### config.mk
export PLATFORM = sky130hd
export DESIGN_NAME = rmp_pin_mux
export DESIGN_NICKNAME = d
export VERILOG_FILES = /design/src/logic/rmp_pkg.sv /design/src/logic/rmp_irq_if.sv /design/src/logic/rmp_pin_mux.sv /design/src/logic/rmp_sync.sv /design/src/logic/rmp_irq_det.sv
export SDC_FILE = /design/constraint.sdc
export NUM_CORES = 1
export LEC_CHECK = 0
export BUFFER_PORTS_ARGS = -buffer_cell sky130_fd_sc_hd__buf_2
export CORE_MARGIN = 2
export CORE_UTILIZATION = 40
export CTS_BUF_LIST = sky130_fd_sc_hd__clkbuf_2
export CTS_CLUSTER_DIAMETER = 200
export DETAILED_ROUTE_END_ITERATION = 6
export PLACE_DENSITY = 0.68
export RECOVER_POWER = 100
export SLEW_MARGIN = 10
export SYNTH_ARGS = -nofsm -noshare
export SYNTH_HDL_FRONTEND = slang
export SYNTH_SLANG_ARGS = --single-unit
### constraint.sdc
create_clock -name clk -period 1.8 [get_ports clk]
set_input_delay 0 -clock clk [delete_from_list [all_inputs] [get_ports clk]]
set_output_delay 0 -clock clk [all_outputs]
set_load 0.01 [all_outputs]
### src/logic/rmp_pkg.sv
// Constants, pin positions and types of the reset mode pin multiplexer.
// Assumes one processor clock and an active-low asynchronous reset.
//
// Contract
// - Mode pins are looked at only in reset; afterwards they are flags.
// - The memory mode caught at reset holds until the next reset.
// - Mode C low at reset selects full memory mode.
// - Full mode drives a 14-bit address and a 24-bit data bus.
// - Full mode puts byte address high bits on the top 8 data lines.
// - Mode C high at reset selects host mode with a 16-bit host bus.
// - In host mode the host drives strobes and the device drives ack.
// - Host mode drives only address bit 0 and data lines 23 to 8.
// - Bus pins set only at reset; serial pins switch at any time.
// - Interrupt and flag functions of a shared pin work together.
// - Flag 7 irq is edge or level, flags 5 and 6 level, flag 4 edge.
// - Second serial port pins may be two irqs, a flag in and out.
package rmp_pkg;
    localparam int ADDR_W = 14;
    localparam int DATA_W = 24;
    localparam int HOST_W = 16;
    localparam int FLAG_W = 8;
    localparam int BYTE_HI_W = 8;
    localparam int SP_W = 5;
    localparam int IRQ_N = 6;
    localparam int SYNC_W = FLAG_W + DATA_W + HOST_W + 4 + SP_W;
    // ************************************************************
    // Mode pins shared with flags
    // ************************************************************
    localparam int MODE_A_BIT = 0;
    localparam int MODE_B_BIT = 1;
    localparam int MODE_C_BIT = 2;
    localparam logic MODE_C_FULL = 1'b0;
    localparam logic MODE_C_HOST = 1'b1;
    // ************************************************************
    // Interrupt slots and their flag pins
    // ************************************************************
    localparam int IRQ_CFG = 0;
    localparam int IRQ_L1 = 1;
    localparam int IRQ_L0 = 2;
    localparam int IRQ_E = 3;
    localparam int IRQ_SP0 = 4;
    localparam int IRQ_SP1 = 5;
    localparam int FLAG_OF_CFG = 7;
    localparam int FLAG_OF_L1 = 6;
    localparam int FLAG_OF_L0 = 5;
    localparam int FLAG_OF_E = 4;
    localparam logic [IRQ_N-1:0] IRQ_FIXED_MASK = 6'h0E;
    localparam logic [IRQ_N-1:0] IRQ_FIXED_EDGE = 6'h08;
    // ************************************************************
    // Second serial port pin order
    // ************************************************************
    localparam int SP_SCLK = 0;
    localparam int SP_DR = 1;
    localparam int SP_RFS = 2;
    localparam int SP_DT = 3;
    localparam int SP_TFS = 4;
    // ************************************************************
    // Reset values
    // ************************************************************
    localparam logic [FLAG_W-1:0] FLAG_RST = 8'h00;
    localparam logic [ADDR_W-1:0] ADDR_RST = 14'h0000;
    localparam logic [ADDR_W-1:0] ADDR_OE_HOST = 14'h0001;
    localparam logic [DATA_W-1:0] DATA_RST = 24'h000000;
    localparam logic [HOST_W-1:0] HOST_RST = 16'h0000;
    localparam logic [SP_W-1:0] SP_RST = 5'h00;
    localparam logic [IRQ_N-1:0] IRQ_RST = 6'h00;

    typedef enum logic {
        PH_CAPTURE,
        PH_RUN
    } rmp_phase_t;
endpackage

### src/logic/rmp_irq_if.sv
// Carrier between the pin multiplexer and one interrupt detector.
// Assumes both ends run on the same clock.
`timescale 1ns/1ps
interface rmp_irq_if;
    logic level_n;
    logic edge_mode;
    logic clear;
    logic req;
    modport det (
        input level_n,
        input edge_mode,
        input clear,
        output req
    );
    modport mux (
        output level_n,
        output edge_mode,
        output clear,
        input req
    );
endinterface

### src/logic/rmp_pin_mux.sv
// Top of the reset mode pin multiplexer: mode latches, flag pins,
// external bus, host port, shared interrupts and serial alternates.
// Assumes the processor core drives the core_ inputs on this clock.
`timescale 1ns/1ps
module rmp_pin_mux (
    input wire logic clk,
    input wire logic rstn,
    input wire logic [rmp_pkg::FLAG_W-1:0] flag_pin_in,
    output logic [rmp_pkg::FLAG_W-1:0] flag_pin_out,
    output logic [rmp_pkg::FLAG_W-1:0] flag_pin_oe,
    input wire logic [rmp_pkg::FLAG_W-1:0] core_flag_dir,
    input wire logic [rmp_pkg::FLAG_W-1:0] core_flag_out,
    output logic [rmp_pkg::FLAG_W-1:0] core_flag_in,
    output logic mode_host,
    output logic mode_b,
    output logic mode_a,
    output logic mode_valid,
    output logic [rmp_pkg::ADDR_W-1:0] external_address_bus,
    output logic [rmp_pkg::ADDR_W-1:0] external_address_oe,
    input wire logic [rmp_pkg::DATA_W-1:0] external_data_in,
    output logic [rmp_pkg::DATA_W-1:0] external_data_out,
    output logic [rmp_pkg::DATA_W-1:0] external_data_oe,
    input wire logic [rmp_pkg::ADDR_W-1:0] core_addr,
    input wire logic [rmp_pkg::DATA_W-1:0] core_data_out,
    input wire logic core_data_drive,
    input wire logic core_byte_access,
    input wire logic [rmp_pkg::BYTE_HI_W-1:0] core_byte_addr_hi,
    output logic [rmp_pkg::DATA_W-1:0] core_data_in,
    input wire logic [rmp_pkg::HOST_W-1:0] host_port_addr_data_in,
    output logic [rmp_pkg::HOST_W-1:0] host_port_addr_data_out,
    output logic [rmp_pkg::HOST_W-1:0] host_port_addr_data_oe,
    input wire logic host_port_write_enable_n,
    input wire logic host_port_read_enable_n,
    input wire logic host_port_address_latch,
    input wire logic host_port_select_n,
    output logic host_port_acknowledge_n,
    output logic host_port_acknowledge_oe,
    input wire logic [rmp_pkg::HOST_W-1:0] core_host_data_out,
    input wire logic core_host_data_drive,
    input wire logic core_host_ack,
    output logic [rmp_pkg::HOST_W-1:0] core_host_data_in,
    output logic core_host_write,
    output logic core_host_read,
    output logic core_host_latch,
    output logic core_host_select,
    input wire logic [rmp_pkg::SP_W-1:0] second_serial_port_in,
    output logic [rmp_pkg::SP_W-1:0] second_serial_port_out,
    output logic [rmp_pkg::SP_W-1:0] second_serial_port_oe,
    input wire logic core_sp_alt,
    input wire logic [rmp_pkg::SP_W-1:0] core_sp_out,
    input wire logic [rmp_pkg::SP_W-1:0] core_sp_oe,
    output logic [rmp_pkg::SP_W-1:0] core_sp_in,
    input wire logic serial_alt_flag_output,
    output logic serial_alt_flag_input,
    input wire logic [rmp_pkg::IRQ_N-1:0] core_irq_edge,
    input wire logic [rmp_pkg::IRQ_N-1:0] core_irq_clear,
    output logic [rmp_pkg::IRQ_N-1:0] core_irq_req
);
    // ************************************************************
    // State
    // ************************************************************
    typedef struct packed {
        rmp_pkg::rmp_phase_t phase;
        logic mode_c;
        logic mode_b;
        logic mode_a;
        logic [rmp_pkg::FLAG_W-1:0] flag_out;
        logic [rmp_pkg::FLAG_W-1:0] flag_oe;
        logic [rmp_pkg::FLAG_W-1:0] flag_in;
        logic [rmp_pkg::ADDR_W-1:0] addr;
        logic [rmp_pkg::ADDR_W-1:0] addr_oe;
        logic [rmp_pkg::DATA_W-1:0] data;
        logic [rmp_pkg::DATA_W-1:0] data_oe;
        logic [rmp_pkg::DATA_W-1:0] data_in;
        logic [rmp_pkg::HOST_W-1:0] iad;
        logic [rmp_pkg::HOST_W-1:0] iad_oe;
        logic [rmp_pkg::HOST_W-1:0] iad_in;
        logic ack_n;
        logic ack_oe;
        logic [3:0] host_ctl;
        logic [rmp_pkg::SP_W-1:0] sp_out;
        logic [rmp_pkg::SP_W-1:0] sp_oe;
        logic [rmp_pkg::SP_W-1:0] sp_in;
        logic fi;
        logic [rmp_pkg::IRQ_N-1:0] irq;
    } rmp_top_state_t;

    rmp_top_state_t state_reg;
    rmp_top_state_t state_next;

    localparam rmp_top_state_t STATE_RST = '{
        phase: rmp_pkg::PH_CAPTURE,
        mode_c: rmp_pkg::MODE_C_FULL,
        mode_b: 1'b0,
        mode_a: 1'b0,
        flag_out: rmp_pkg::FLAG_RST,
        flag_oe: rmp_pkg::FLAG_RST,
        flag_in: rmp_pkg::FLAG_RST,
        addr: rmp_pkg::ADDR_RST,
        addr_oe: rmp_pkg::ADDR_RST,
        data: rmp_pkg::DATA_RST,
        data_oe: rmp_pkg::DATA_RST,
        data_in: rmp_pkg::DATA_RST,
        iad: rmp_pkg::HOST_RST,
        iad_oe: rmp_pkg::HOST_RST,
        iad_in: rmp_pkg::HOST_RST,
        ack_n: 1'b1,
        ack_oe: 1'b0,
        host_ctl: 4'h0,
        sp_out: rmp_pkg::SP_RST,
        sp_oe: rmp_pkg::SP_RST,
        sp_in: rmp_pkg::SP_RST,
        fi: 1'b0,
        irq: rmp_pkg::IRQ_RST
    };

    // Level seen on a pin: own drive when enabled, else the outside
    function automatic logic pin_level(
        input logic oe,
        input logic drv,
        input logic outside
    );
        pin_level = oe ? drv : outside;
    endfunction

    // ************************************************************
    // Synchronised pins
    // ************************************************************
    logic [rmp_pkg::SYNC_W-1:0] pins_s;
    logic [rmp_pkg::FLAG_W-1:0] flag_s;
    logic [rmp_pkg::DATA_W-1:0] data_s;
    logic [rmp_pkg::HOST_W-1:0] iad_s;
    logic [3:0] hctl_s;
    logic [rmp_pkg::SP_W-1:0] sp_s;

    rmp_sync u_sync (
        .clk(clk),
        .async_in({flag_pin_in, external_data_in, host_port_addr_data_in,
                   host_port_write_enable_n, host_port_read_enable_n,
                   host_port_address_latch, host_port_select_n,
                   second_serial_port_in}),
        .sync_out(pins_s)
    );

    assign {flag_s, data_s, iad_s, hctl_s, sp_s} = pins_s;

    // ************************************************************
    // Interrupt detectors
    // ************************************************************
    rmp_irq_if irq_bus [rmp_pkg::IRQ_N] ();
    logic [rmp_pkg::IRQ_N-1:0] irq_level_n;
    logic [rmp_pkg::IRQ_N-1:0] irq_edge;
    logic [rmp_pkg::IRQ_N-1:0] irq_req;

    always_comb begin
        // Shared pins feed the detector even while used as a flag
        irq_level_n[rmp_pkg::IRQ_CFG] = pin_level(
            state_reg.flag_oe[rmp_pkg::FLAG_OF_CFG],
            state_reg.flag_out[rmp_pkg::FLAG_OF_CFG],
            flag_s[rmp_pkg::FLAG_OF_CFG]);
        irq_level_n[rmp_pkg::IRQ_L1] = pin_level(
            state_reg.flag_oe[rmp_pkg::FLAG_OF_L1],
            state_reg.flag_out[rmp_pkg::FLAG_OF_L1],
            flag_s[rmp_pkg::FLAG_OF_L1]);
        irq_level_n[rmp_pkg::IRQ_L0] = pin_level(
            state_reg.flag_oe[rmp_pkg::FLAG_OF_L0],
            state_reg.flag_out[rmp_pkg::FLAG_OF_L0],
            flag_s[rmp_pkg::FLAG_OF_L0]);
        irq_level_n[rmp_pkg::IRQ_E] = pin_level(
            state_reg.flag_oe[rmp_pkg::FLAG_OF_E],
            state_reg.flag_out[rmp_pkg::FLAG_OF_E],
            flag_s[rmp_pkg::FLAG_OF_E]);
        // Serial alternates read high (idle) unless selected
        irq_level_n[rmp_pkg::IRQ_SP0] = ~core_sp_alt |
            sp_s[rmp_pkg::SP_RFS];
        irq_level_n[rmp_pkg::IRQ_SP1] = ~core_sp_alt |
            sp_s[rmp_pkg::SP_TFS];
        // Fixed slots ignore software, others follow it
        irq_edge = (rmp_pkg::IRQ_FIXED_MASK & rmp_pkg::IRQ_FIXED_EDGE) |
            (~rmp_pkg::IRQ_FIXED_MASK & core_irq_edge);
    end

    genvar gi;
    generate
        for (gi = 0; gi < rmp_pkg::IRQ_N; gi++) begin : g_irq
            assign irq_bus[gi].level_n = irq_level_n[gi];
            assign irq_bus[gi].edge_mode = irq_edge[gi];
            assign irq_bus[gi].clear = core_irq_clear[gi];
            assign irq_req[gi] = irq_bus[gi].req;
            rmp_irq_det u_det (
                .clk(clk),
                .rstn(rstn),
                .irq(irq_bus[gi].det)
            );
        end
    endgenerate

    // ************************************************************
    // Next state
    // ************************************************************
    always_comb begin
        state_next = state_reg;
        unique case (state_reg.phase)
            rmp_pkg::PH_CAPTURE: begin
                // First edge after release: pins still show reset levels
                state_next.mode_c = flag_s[rmp_pkg::MODE_C_BIT];
                state_next.mode_b = flag_s[rmp_pkg::MODE_B_BIT];
                state_next.mode_a = flag_s[rmp_pkg::MODE_A_BIT];
                state_next.phase = rmp_pkg::PH_RUN;
            end
            rmp_pkg::PH_RUN: begin
                // Mode pins now plain flags; mode fields left as caught
                state_next.flag_oe = core_flag_dir;
                state_next.flag_out = core_flag_out;
                state_next.flag_in = flag_s;
                state_next.irq = irq_req;
                if (state_reg.mode_c == rmp_pkg::MODE_C_FULL) begin
                    state_next.addr = core_addr;
                    state_next.addr_oe = '1;
                    state_next.data = core_data_out;
                    state_next.data_oe = {rmp_pkg::DATA_W{core_data_drive}};
                    state_next.data_in = data_s;
                    if (core_byte_access) begin
                        state_next.data[rmp_pkg::DATA_W-1 -: 8] =
                            core_byte_addr_hi;
                        state_next.data_oe[rmp_pkg::DATA_W-1 -: 8] =
                            8'hFF;
                    end
                    state_next.iad = rmp_pkg::HOST_RST;
                    state_next.iad_oe = rmp_pkg::HOST_RST;
                    state_next.iad_in = rmp_pkg::HOST_RST;
                    state_next.ack_n = 1'b1;
                    state_next.ack_oe = 1'b0;
                    state_next.host_ctl = 4'h0;
                end else begin
                    // Only bit 0 and the top sixteen lines are bus pins
                    state_next.addr = {13'h0000, core_addr[0]};
                    state_next.addr_oe = rmp_pkg::ADDR_OE_HOST;
                    state_next.data = {core_data_out[rmp_pkg::HOST_W-1:0],
                        8'h00};
                    state_next.data_oe = {{rmp_pkg::HOST_W{core_data_drive}},
                        8'h00};
                    state_next.data_in = {8'h00,
                        data_s[rmp_pkg::DATA_W-1:8]};
                    state_next.iad = core_host_data_out;
                    state_next.iad_oe =
                        {rmp_pkg::HOST_W{core_host_data_drive}};
                    state_next.iad_in = iad_s;
                    state_next.ack_n = ~core_host_ack;
                    state_next.ack_oe = 1'b1;
                    // Strobes are active low except the address latch
                    state_next.host_ctl = {~hctl_s[3], ~hctl_s[2],
                        hctl_s[1], ~hctl_s[0]};
                end
                // Serial pin roles follow software at any time
                state_next.sp_out = core_sp_out;
                state_next.sp_oe = core_sp_oe;
                state_next.sp_in = sp_s;
                state_next.fi = 1'b0;
                if (core_sp_alt) begin
                    state_next.sp_out[rmp_pkg::SP_DT] =
                        serial_alt_flag_output;
                    state_next.sp_oe[rmp_pkg::SP_DT] = 1'b1;
                    state_next.sp_oe[rmp_pkg::SP_DR] = 1'b0;
                    state_next.sp_oe[rmp_pkg::SP_RFS] = 1'b0;
                    state_next.sp_oe[rmp_pkg::SP_TFS] = 1'b0;
                    state_next.fi = sp_s[rmp_pkg::SP_DR];
                end
            end
        endcase
    end

    // Outside drivers of the mode pins float after reset, flags take over
    always_ff @(posedge clk or negedge rstn) begin
        if (!rstn) begin
            state_reg <= STATE_RST;
        end else begin
            state_reg <= state_next;
        end
    end

    // ************************************************************
    // Outputs, all straight from the state register
    // ************************************************************
    assign flag_pin_out = state_reg.flag_out;
    assign flag_pin_oe = state_reg.flag_oe;
    assign core_flag_in = state_reg.flag_in;
    assign mode_host = state_reg.mode_c;
    assign mode_b = state_reg.mode_b;
    assign mode_a = state_reg.mode_a;
    assign mode_valid = (state_reg.phase == rmp_pkg::PH_RUN);
    // Selects come from the core; outside decode uses bit 0 with them
    assign external_address_bus = state_reg.addr;
    assign external_address_oe = state_reg.addr_oe;
    assign external_data_out = state_reg.data;
    assign external_data_oe = state_reg.data_oe;
    assign core_data_in = state_reg.data_in;
    assign host_port_addr_data_out = state_reg.iad;
    assign host_port_addr_data_oe = state_reg.iad_oe;
    assign host_port_acknowledge_n = state_reg.ack_n;
    assign host_port_acknowledge_oe = state_reg.ack_oe;
    assign core_host_data_in = state_reg.iad_in;
    assign core_host_write = state_reg.host_ctl[3];
    assign core_host_read = state_reg.host_ctl[2];
    assign core_host_latch = state_reg.host_ctl[1];
    assign core_host_select = state_reg.host_ctl[0];
    assign second_serial_port_out = state_reg.sp_out;
    assign second_serial_port_oe = state_reg.sp_oe;
    assign core_sp_in = state_reg.sp_in;
    assign serial_alt_flag_input = state_reg.fi;
    assign core_irq_req = state_reg.irq;
endmodule

### src/logic/rmp_sync.sv
// Two-stage synchroniser for every pin that arrives from outside.
// Assumes nothing; it has no reset so pin levels pass during reset.
`timescale 1ns/1ps
module rmp_sync (
    input wire logic clk,
    input wire logic [rmp_pkg::SYNC_W-1:0] async_in,
    output logic [rmp_pkg::SYNC_W-1:0] sync_out
);
    typedef struct packed {
        logic [rmp_pkg::SYNC_W-1:0] meta;
        logic [rmp_pkg::SYNC_W-1:0] stable;
    } rmp_sync_state_t;

    rmp_sync_state_t state_reg;
    rmp_sync_state_t state_next;

    always_comb begin
        state_next.meta = async_in;
        state_next.stable = state_reg.meta;
    end

    // No reset: mode levels must keep flowing while reset is held
    always_ff @(posedge clk) begin
        state_reg <= state_next;
    end

    assign sync_out = state_reg.stable;
endmodule

### src/logic/rmp_irq_det.sv
// Active-low interrupt detector, edge or level per its mode input.
// Assumes a synchronised level and a clear from the same clock.
`timescale 1ns/1ps
module rmp_irq_det (
    input wire logic clk,
    input wire logic rstn,
    rmp_irq_if.det irq
);
    typedef struct packed {
        logic prev;
        logic req;
    } rmp_det_state_t;

    rmp_det_state_t state_reg;
    rmp_det_state_t state_next;

    always_comb begin
        state_next.prev = irq.level_n;
        if (irq.edge_mode) begin
            // Set beats clear so a falling edge is never lost
            state_next.req = state_reg.req & ~irq.clear;
            if (state_reg.prev && !irq.level_n) begin
                state_next.req = 1'b1;
            end
        end else begin
            state_next.req = ~irq.level_n;
        end
    end

    always_ff @(posedge clk or negedge rstn) begin
        if (!rstn) begin
            state_reg <= '{prev: 1'b1, req: 1'b0};
        end else begin
            state_reg <= state_next;
        end
    end

    assign irq.req = state_reg.req;
endmodule

==> results of run 1 <==
## per-stage QoR
stage / setup WS (ns) / hold WS [ns] / util (%)
2_1_floorplan: 0.525 / -0.296 / -
3_3_place_gp: 0.375 / 0.0448 / 48.2
3_5_place_dp: 0.329 / 0.0380 / 48.2
## cell families after synthesis
logic type             Yosys count
AO/OA/AOI/OAI                  114
buffers and inverters          157
multiplexers                    81
other                            1
AND/OR/NAND/NOR                121
flip-flops                     280
==> impl_metrics.py, run 1 <==
metrics = {
    "run_status": {
        "status": "stopped before the end",
        "stop_stage": "clock tree synthesis",
        "tool.error": "[ERROR RSZ-0060] Max buffer count reached.",
    },
    "synth": {
        "yosys.area_share.simple_pct": 7.01,
        "yosysTopAreaCellShare_pct": 42.4,
        "syn_inst": 754,
        "ys_warn_count": 0,
        "yosysTopAreaCell": "dfrtp_1",
        "synthFlopType": "dfrtp_1",
        "async_flop_share_pct": 59.3,
        "synth_top_family_by_area": "multiplexers",
        "synth_mux_area_share_pct": 9.34,
        "synth.most_common_cell": "dfrtp_1",
        "ys_top_cells_by_count": "dfrtp_1 (161), dfxtp_1 (114), inv_1 (67), o21ai_0 (67), buf_4 (58)",
        "yosys.cell_types.count": 30,
        "synthAdderAreaFrac_pct": 0,
        "syn_area_per_cell_um2": 12.6,
        "ys_top_cells_by_area": "dfrtp_1 (42%), dfxtp_1 (24%), mux2_2 (4.9%), buf_4 (4.6%), mux2i_1 (3.7%)",
        "synth_compound_gate_area_share_pct": 6.63,
        "yosysSeqAreaShare_pct": 67.9,
        "synth_area_um2": 9490,
        "ys_ff_latch": 280,
        "syn_nets": 919,
        "synth-edff-count": 0,
        "synth-xor-area-share_pct": 0,
    },
    "clocking": {
        "postCtsSetupBuffers": 1,
        "cts_max_path_buffers": 3,
        "cts_htree_levels": 3,
        "ctsResizeCount": 1,
        "hold_buffers": 299,
        "clock-sinks": 280,
        "cts_buffers": 73,
        "clock-root-buffer": "clkbuf_2",
    },
    "die": {
        "std_cell_rows": 56,
        "fp.dieW_um": 158,
        "io_pins": 369,
        "start_util_pct": 40.6,
        "die_h_um": 158,
    },
    "placed_design": {
        "dpl_cell_area_um2": 11300,
        "io_buffer_count": 363,
        "dp.cells": 1359,
        "globalplace.congestion": 0.755,
        "hpwl_um": 14900,
    },
}
==> run 2, diff against run 1 <==
Settings changed: CORE_UTILIZATION 40 to 25, CTS_BUF_LIST sky130_fd_sc_hd__clkbuf_2 to not set, CTS_CLUSTER_DIAMETER 200 to not set, PLACE_DENSITY 0.68 to not set, PLACE_DENSITY_LB_ADDON set to 0.15.
==> run 2 against run 1 <==
Against the previous run:
- the run now ends clean
- area after synthesis unchanged
- synthesized cell count stayed put
==> impl_metrics.py, run 2 <==
metrics = {
    "sta": {
        "fmax_ghz": 0.587,
        "finalCritPeriodShare_pct": 94.7,
        "finClkSkew_ns": 0.0138,
        "final_max_slew_viol_count": 0,
        "setup_viol": 0,
        "finalHoldViolCount": 0,
        "rsz0062_at_grt": "no",
        "tns_ns": 0,
        "worst_pin_slew_ns": 1.06,
        "slew_headroom_pct": 29.7,
        "min_period_ns": 1.70,
    },
    "global_routing": {
        "gr-usage-met1_pct": 14.7,
        "grt-busiest-layer": "met2",
        "grt_usage_pct": 12.3,
        "grt_overflow": 0,
        "grt_max_degree": 67,
        "grt_use_met3_pct": 4.04,
        "use_met2_pct": 21.1,
        "grt_pass1_vias": 7127,
        "grt_pass1_wl_um": 38400,
        "antenna_found_initial": 2,
    },
    "placed_design": {
        "hpwl_um": 16400,
        "globalplace.congestion": 0.683,
        "dp.cells": 1554,
        "io_buffer_count": 363,
    },
    "die": {
        "die-area_um2": 39500,
        "fp.dieW_um": 199,
        "std_cell_rows": 71,
        "die_h_um": 199,
        "coreArea_um2": 37500,
        "io_pins": 369,
        "start_util_pct": 25.3,
    },
    "critical_path": {
        "startpoint_type": "register",
        "critPathRequiredTime_ns": 2.23,
        "path_cells": "buf_12 > buf_12 > nand3b_1 > dlygate4sd3_1 > o21ai_0",
        "cp_max_fo": 43,
        "slowest_delay_ns": 0.54,
        "critPathCaptureType": "register",
        "crit_slowest_cell": "dlygate4sd3_1",
        "crit_arrival_ns": 2.13,
        "crit_path_frequent_cell": "buf_12",
        "worstSetupPathType": "reg2reg",
    },
    "synth": {
        "ys_top_cells_by_count": "dfrtp_1 (161), dfxtp_1 (114), inv_1 (67), o21ai_0 (67), buf_4 (58)",
        "synth_area_um2": 9490,
        "syn_area_per_cell_um2": 12.6,
        "yosysTopAreaCell": "dfrtp_1",
        "ys_warn_count": 0,
        "yosysTopAreaCellShare_pct": 42.4,
        "ys_ff_latch": 280,
        "syn_nets": 919,
        "yosysSeqAreaShare_pct": 67.9,
        "synth-edff-count": 0,
        "async_flop_share_pct": 59.3,
        "syn_inst": 754,
        "synthFlopType": "dfrtp_1",
        "ys_top_cells_by_area": "dfrtp_1 (42%), dfxtp_1 (24%), mux2_2 (4.9%), buf_4 (4.6%), mux2i_1 (3.7%)",
        "yosys.cell_types.count": 30,
        "synth.most_common_cell": "dfrtp_1",
    },
    "job": {
        "drv_cap": 0,
    },
    "clocking": {
        "cts_tree": "built",
        "cts_buffers": 31,
        "clk_pin_slew_ns": 0.06,
        "clock-sinks": 280,
        "clock-root-buffer": "clkbuf_16",
        "cts_htree_levels": 1,
        "clkLatencyLatePin_ns": 0.56,
        "cts_max_path_buffers": 3,
    },
    "final_layout": {
        "regArea_um2": 6450,
        "final_cell_mix": "clkbuf_1 (223), dlygate4sd3_1 (163), dfrtp_1 (160)",
        "instances_no_fill": 1779,
        "syn2layout_area_growth_pct": 46.3,
        "mostFrequentLayoutCell": "clkbuf_1",
        "fillers": 3916,
        "layout-drive-gt1-share_pct": 20.6,
        "multi_input_area_um2": 2170,
        "final_nets": 1408,
    },
    "power_and_ir_drop": {
        "vdd_drop_max_mv": 0.619,
        "p_switching_uw": 3740,
        "seq_power_share_pct": 46.9,
        "p_leak_uw": 0.00603,
        "p_comb_share_pct": 12.5,
        "swShare_pct": 24.8,
        "clockPowerShare_pct": 40.7,
        "power_density_nw_per_um2": 1080,
        "p_int_uw": 11300,
    },
    "route": {
        "drtIter0Drc": 212,
        "drcViolationCount": 0,
        "routed_via_density": 3.94,
        "wl_per_cell_um": 14.2,
        "drtAntennaViolNets": 0,
        "dr.pass1.iters": 4,
        "drt-total-wl_um": 25200,
        "dr_total_vias": 7005,
    },
    "run_status": {
        "status": "completed",
    },
    "worst_hold_path": {
        "hold_class": "in2reg",
    },
}
run 2: cell counts after synthesis:
Identical to the previous run, type by type.
run 2: path summary, 6_finish.rpt:
check                                            from  slack [ns]  depth (start not counted)                       end
min in group asynchronous                        rstn        0.35                          3     external_data_out[19]
worst min-delay path              external_data_in[3]        0.07                          2     u_sync.state_next[28]
worst min register to register  u_sync.state_next[44]        0.32                          0       u_sync.sync_out[44]
worst max-delay path                       mode_valid         0.1                          5  second_serial_port_oe[4]
worst max register to register             mode_valid         0.1                          5  second_serial_port_oe[4]
max in group asynchronous                        rstn        0.40                          3                mode_valid
run 2: kinds of logic (layout without fill, tap and decap cells):
group           Yosys count  count (layout)  share of synthesized area (%)
simple gates            121             121                           7.01
buf+inv                 157             670                           9.11
other cells               1               2                         0.0395
mux                      81              81                           9.34
compound gates          114             114                           6.63
flops                   280             280                           67.9
run 2: what timing repair did:
action                                  CTS  global route
endpoints found under the setup margin    1             4
hold endpoints to repair                311             0
hold buffers                            166             0
buffers inserted                          2             0
pin swaps                                 0             0
resized for setup                         0             3
run 2: worst max-delay path: cells and delay by family (launching register included):
family / cells / cell delay, ns
buffers and inverters: 3 / 0.91
AO/OA/AOI/OAI: 1 / 0.07
AND/OR/NAND/NOR: 1 / 0.08
flip-flops: 1 / 0.49
run 2: power by group through the flow:
| stage | registers (µW) | logic (µW) | clock network [µW] |
|---|---|---|---|
| after floorplan | 7310 | 797 | 0 |
| after global placement | 7170 | 1770 | 0 |
| after detailed placement | 7180 | 1770 | 0 |
| after CTS | 7060 | 2090 | 6380 |
| after global routing | 7130 | 2090 | 6650 |
| final | 7060 | 1880 | 6130 |
run 2: area by class of cell:
type                    count  share of cell area (%)
clock buffers              49                    6.43
clock inverters             8                   0.676
inverters                  68                    1.84
diodes                      1                  0.0180
well taps                 511                    4.61
flip-flops and latches    280                    46.4
multi-input cells         317                    15.6
repair buffers            545                    24.4
run 2: metal layers:
metal	vias up	wire length, µm	share of wire [%]
li1	3432	-	-
met3	44	1970	7.8
met1	3297	10700	43
met2	232	11900	47
met5	-	0	0
met4	0	599	2.4
run 2: per-stage QoR:
stage	power, µW	utilization (%)	area (µm²)	setup slack (ns)	hold slack, ns
2_1_floorplan	8110	-	9490	0.525	-0.296
3_3_place_gp	8940	30.9	11600	0.317	-0.0398
3_5_place_dp	8950	30.9	11600	0.301	-0.0410
4_1_cts	15500	38.0	14300	0.0537	0.0139
5_1_grt	15900	37.0	13900	0.0254	0.0399
6_report	15100	37.0	13900	0.0954	0.0678
(Power assumes the default switching activity.)
==> run 3, diff against run 2 <==
Clock period 1.8 ns to 1.5 ns, I/O delays scaled along.
==> run 3 against run 2 <==
Against the previous run:
- routed wire length is 1.2% higher
- register-to-register slack barely moved
- clock skew decreased by 0.0012 ns
- cell area is 2.0% higher
- sequential share of layout area shrank 0.89 points
- hold slack got worse by 0.012 ns
- total power increased by 26%
- utilization rose by 0.74 points
- die area stayed put
- critical path depth unchanged
- via count is 0.41% higher
- global-route usage rose by 0.36 points
- critical path type is now in2reg
- critical endpoint is now external_data_out[16]
- largest power group unchanged
- highest routed layer unchanged
==> impl_metrics.py, run 3 (synthesized netlist as in run 2, its figures left out) <==
metrics = {
    "final_layout": {
        "layout-drive-gt1-share_pct": 23.4,
        "final_util_pct": 37.8,
        "final_cell_mix": "clkbuf_1 (195), dlygate4sd3_1 (161), buf_2 (160)",
        "fillers": 3854,
        "mostFrequentLayoutCell": "clkbuf_1",
        "syn2layout_area_growth_pct": 49.2,
        "final_nets": 1411,
    },
    "clocking": {
        "cts_htree_levels": 1,
        "clk_pin_slew_ns": 0.06,
        "cts_buffers": 31,
        "clock-root-buffer": "clkbuf_16",
        "cts_max_path_buffers": 3,
        "cts_tree": "built",
        "clkLatencyLatePin_ns": 0.57,
        "clock-sinks": 280,
    },
    "route": {
        "drtIter0Drc": 192,
        "routed_via_density": 3.95,
        "dr_total_vias": 7034,
        "drtAntennaViolNets": 0,
        "dr.pass1.iters": 4,
        "drt-total-wl_um": 25500,
        "drcViolationCount": 0,
        "wl_per_cell_um": 14.3,
    },
    "die": {
        "io_pins": 369,
        "fp.dieW_um": 199,
        "coreArea_um2": 37500,
        "die-area_um2": 39500,
        "start_util_pct": 25.3,
        "std_cell_rows": 71,
        "die_h_um": 199,
    },
    "critical_path": {
        "crit_arrival_ns": 1.86,
        "critPathBufInv": 3,
        "critPathCaptureType": "register",
        "crit_path_frequent_cell": "dlygate4sd3_1",
        "critPathTopFamily": "buffers and inverters",
        "slowest_delay_ns": 0.61,
        "path_cells": "dlygate4sd3_1 > clkbuf_2 > mux2i_1 > dlygate4sd3_1 > o211ai_1",
        "crit_slowest_cell": "dlygate4sd3_1",
        "worstSetupPathType": "in2reg",
        "startpoint_type": "input port",
        "critPathRequiredTime_ns": 1.95,
        "cp_max_fo": 9,
    },
    "placed_design": {
        "io_buffer_count": 363,
        "hpwl_um": 16800,
        "globalplace.congestion": 0.718,
    },
    "global_routing": {
        "grt_pass1_wl_um": 39500,
        "antenna_found_initial": 2,
        "grt_usage_pct": 12.7,
        "grt_overflow": 0,
        "grt_max_degree": 47,
        "grt_pass1_vias": 7101,
    },
    "sta": {
        "min_period_ns": 1.41,
        "finalHoldViolCount": 0,
        "rsz0062_at_grt": "no",
        "finClkSkew_ns": 0.0126,
        "setup_viol": 0,
        "fmax_ghz": 0.709,
        "worst_pin_slew_ns": 0.670,
        "final_max_slew_viol_count": 0,
        "tns_ns": 0,
        "slew_headroom_pct": 55.3,
        "finalCritPeriodShare_pct": 94.1,
    },
    "power_and_ir_drop": {
        "vdd_drop_max_mv": 0.878,
        "power_density_nw_per_um2": 1340,
        "p_leak_uw": 0.00623,
    },
    "worst_hold_path": {
        "hold_class": "in2reg",
    },
    "run_status": {
        "status": "completed",
    },
    "job": {
        "drv_cap": 0,
    },
}
[run 3: metal layers]
metal	up-vias	track usage, %	wire (µm)
li1	3443	-	-
met1	3299	15.8	10800
met2	248	20.6	11800
met3	44	4.10	2300
met4	0	4.23	606
met5	-	0	0
[run 3: repair_timing]
action                                 in CTS  in global routing
pin swaps                                   0                  0
setup endpoints to repair                   1                 20
resized for setup                           1                  3
gates cloned                                2                  0
hold buffers                              161                  0
setup buffers                               3                  0
endpoints found under the hold margin     313                  0
[run 3: layout make-up]
type | count | area, µm² | area share [%]
antenna | 1 | 2.50 | 0.0177
clock buffer | 39 | 922 | 6.51
clock inverter | 19 | 223 | 1.57
inverter | 68 | 255 | 1.80
multi-input combinational | 317 | 2170 | 15.3
sequential | 280 | 6450 | 45.5
tap | 511 | 639 | 4.51
timing repair buffer | 548 | 3500 | 24.7
[run 3: path summary, 6_finish.rpt]
path | startpoint | end | slack [ns] | cells after the start
min | external_data_in[19] | u_sync.state_next[44] | 0.06 | 2
max | core_byte_access | external_data_out[16] | 0.09 | 5
min reg2reg | u_sync.state_next[14] | u_sync.sync_out[14] | 0.32 | 0
max reg2reg | mode_valid | second_serial_port_out[2] | 0.09 | 3
min in group asynchronous | rstn | flag_pin_oe[0] | 0.57 | 3
max in group asynchronous | rstn | g_irq[5].u_det.state_reg[1] | 0.15 | 4
[run 3: through the flow]
| step | instances | setup slack (ns) | hold slack [ns] | power, µW | instance area, µm² |
|---|---|---|---|---|---|
| final | 1783 | 0.0890 | 0.0557 | 19000 | 14200 |
| after global routing | 1783 | 0.0130 | 0.0356 | 20000 | 14200 |
| after CTS | 1782 | 0.0147 | 0.0177 | 19600 | 14500 |
| after detailed placement | 1559 | 0.0953 | -0.0322 | 10800 | 11600 |
| after global placement | 1559 | 0.155 | -0.0322 | 10800 | 11600 |
| after floorplan | 754 | 0.225 | -0.296 | 9730 | 9490 |
[run 3: worst reg2reg max path, stage by stage (launching register included)]
cell	delay (ns)
dfrtp_4	0.45
buf_6	0.15
clkbuf_2	0.31
mux2_2	0.38
[run 3: report_power, final]
part / internal (µW) / switching (µW) / total [µW]
combinational: 1090 / 1220 / 2300
clock: 5080 / 3190 / 8270
sequential: 8140 / 327 / 8470
total: 14300 / 4730 / 19000
==> run 4, diff against run 3 <==
Settings changed: RECOVER_POWER 100 to not set.
==> run 4 against run 3 <==
Against the previous run:
- global-route usage unchanged
- maximum frequency down 0.36%
- utilization grew 0.86 points
- non-clock buffer count did not move
- first-iteration DRC count grew 0.52%
- clock skew about the same
- die area did not move
- largest cell class unchanged
- largest power group unchanged
==> impl_metrics.py, run 4 (synthesized netlist as in run 2, its figures left out) <==
metrics = {
    "clocking": {
        "clkLatencyLatePin_ns": 0.57,
        "cts_buffers": 31,
        "cts_htree_levels": 1,
        "cts_tree": "built",
        "cts_max_path_buffers": 3,
        "clk_pin_slew_ns": 0.06,
        "clock-sinks": 280,
        "clock-root-buffer": "clkbuf_16",
    },
    "worst_hold_path": {
        "holdPathEnd": "u_sync.state_next[44]",
        "hold_class": "in2reg",
        "min_path_cells": 2,
        "hp-start": "external_data_in[19]",
    },
    "critical_path": {
        "worstSetupPathType": "reg2out",
        "cp_max_fo": 30,
        "critPathCaptureType": "output port",
        "timing.rr.start": "mode_valid",
        "r2r_slack_ns": 0.10,
        "crit_arrival_ns": 1.42,
        "startpoint_type": "register",
        "r2r_end": "external_address_bus[4]",
        "startpoint": "mode_valid",
        "critPathRequiredTime_ns": 1.50,
        "reg2reg_depth": 5,
    },
    "sta": {
        "final_max_slew_viol_count": 0,
        "rsz0062_at_grt": "no",
        "finalHoldViolCount": 0,
        "min_period_ns": 1.42,
        "fin_ws_ns": 0.0840,
        "finClkSkew_ns": 0.0129,
        "finalCritPeriodShare_pct": 94.4,
        "tns_ns": 0,
        "fmax_ghz": 0.706,
        "setup_viol": 0,
    },
    "power_and_ir_drop": {
        "p_leak_uw": 0.00688,
        "power_density_nw_per_um2": 1330,
        "vdd_drop_max_mv": 0.882,
    },
    "final_layout": {
        "syn2layout_area_growth_pct": 52.6,
        "mostFrequentLayoutCell": "buf_2",
        "fillers": 3730,
        "final_nets": 1411,
        "final_cell_mix": "buf_2 (362), dlygate4sd3_1 (161), dfrtp_1 (159)",
        "layout-drive-gt1-share_pct": 39.2,
    },
    "route": {
        "drt-total-wl_um": 25400,
        "wl_per_cell_um": 14.2,
        "drtAntennaViolNets": 0,
        "dr.pass1.iters": 4,
        "routed_via_density": 3.93,
        "drtIter0Drc": 193,
        "dr_total_vias": 7009,
        "drcViolationCount": 0,
    },
    "run_status": {
        "status": "completed",
    },
    "global_routing": {
        "antenna_found_initial": 2,
        "grt_pass1_vias": 7101,
        "grt_usage_pct": 12.7,
        "grt_pass1_wl_um": 39500,
        "grt_overflow": 0,
        "grt_max_degree": 47,
    },
    "placed_design": {
        "globalplace.congestion": 0.718,
        "place_ws_ns": 0.0953,
        "io_buffer_count": 363,
        "hpwl_um": 16800,
    },
    "die": {
        "die_h_um": 199,
        "fp.dieW_um": 199,
        "die-area_um2": 39500,
        "std_cell_rows": 71,
        "start_util_pct": 25.3,
        "io_pins": 369,
        "coreArea_um2": 37500,
    },
    "job": {
        "drv_cap": 0,
    },
}
==> run 4: area by class of cell <==
cell class | count | area, µm² | area share [%]
clock buffer | 39 | 922 | 6.37
clock inverter | 19 | 223 | 1.54
tap | 511 | 639 | 4.41
sequential | 280 | 6450 | 44.5
timing repair buffer | 548 | 3800 | 26.3
antenna | 1 | 2.50 | 0.0173
multi-input combinational | 317 | 2190 | 15.1
inverter | 68 | 255 | 1.76
==> run 4: worst max-delay path: stages, from the launching register on <==
cell and delay, ns:
dfrtp_4 0.51, buf_16 0.18, buf_2 0.15
==> run 4: layer usage <==
metal | track usage, % | share of wire, % | vias to the layer above
met5 | 0 | 0 | -
met4 | 4.23 | 2.4 | 0
met3 | 4.10 | 9.3 | 45
met2 | 20.6 | 47 | 240
met1 | 15.8 | 42 | 3280
li1 | - | - | 3444
==> run 4: how the worst max path moves through the flow <==
stage	to
2_1_floorplan	flag_pin_out[2]
3_3_place_gp	external_address_bus[12]
3_5_place_dp	external_address_bus[9]
4_1_cts	external_address_bus[9]
5_1_grt	host_port_addr_data_out[10]
6_report	mode_valid
==> run 4: report_power, final <==
group / total (µW) / switching (µW) / internal [µW]
logic: 2480 / 1210 / 1270
clock network: 8270 / 3190 / 5080
registers: 8450 / 311 / 8140
==> run 4: what timing repair did <==
item / CTS / global route
endpoints found under the hold margin: 313 / 0
gates resized for setup: 1 / 3
cloned: 2 / 0
buffers inserted: 3 / 0
endpoints found under the setup margin: 1 / 20
hold buffers: 161 / 0
==> run 4: per-stage QoR <==
| step | hold slack, ns | power, µW | utilization [%] | instances | instance area [µm²] |
|---|---|---|---|---|---|
| 6_report | 0.0553 | 19200 | 38.6 | 1783 | 14500 |
| 5_1_grt | 0.0356 | 20200 | 38.6 | 1783 | 14500 |
| 4_1_cts | 0.0177 | 19600 | 38.6 | 1782 | 14500 |
| 3_5_place_dp | -0.0322 | 10800 | 31.1 | 1559 | 11600 |
| 3_3_place_gp | -0.0322 | 10800 | 31.1 | 1559 | 11600 |
| 2_1_floorplan | -0.296 | 9730 | - | 754 | 9490 |
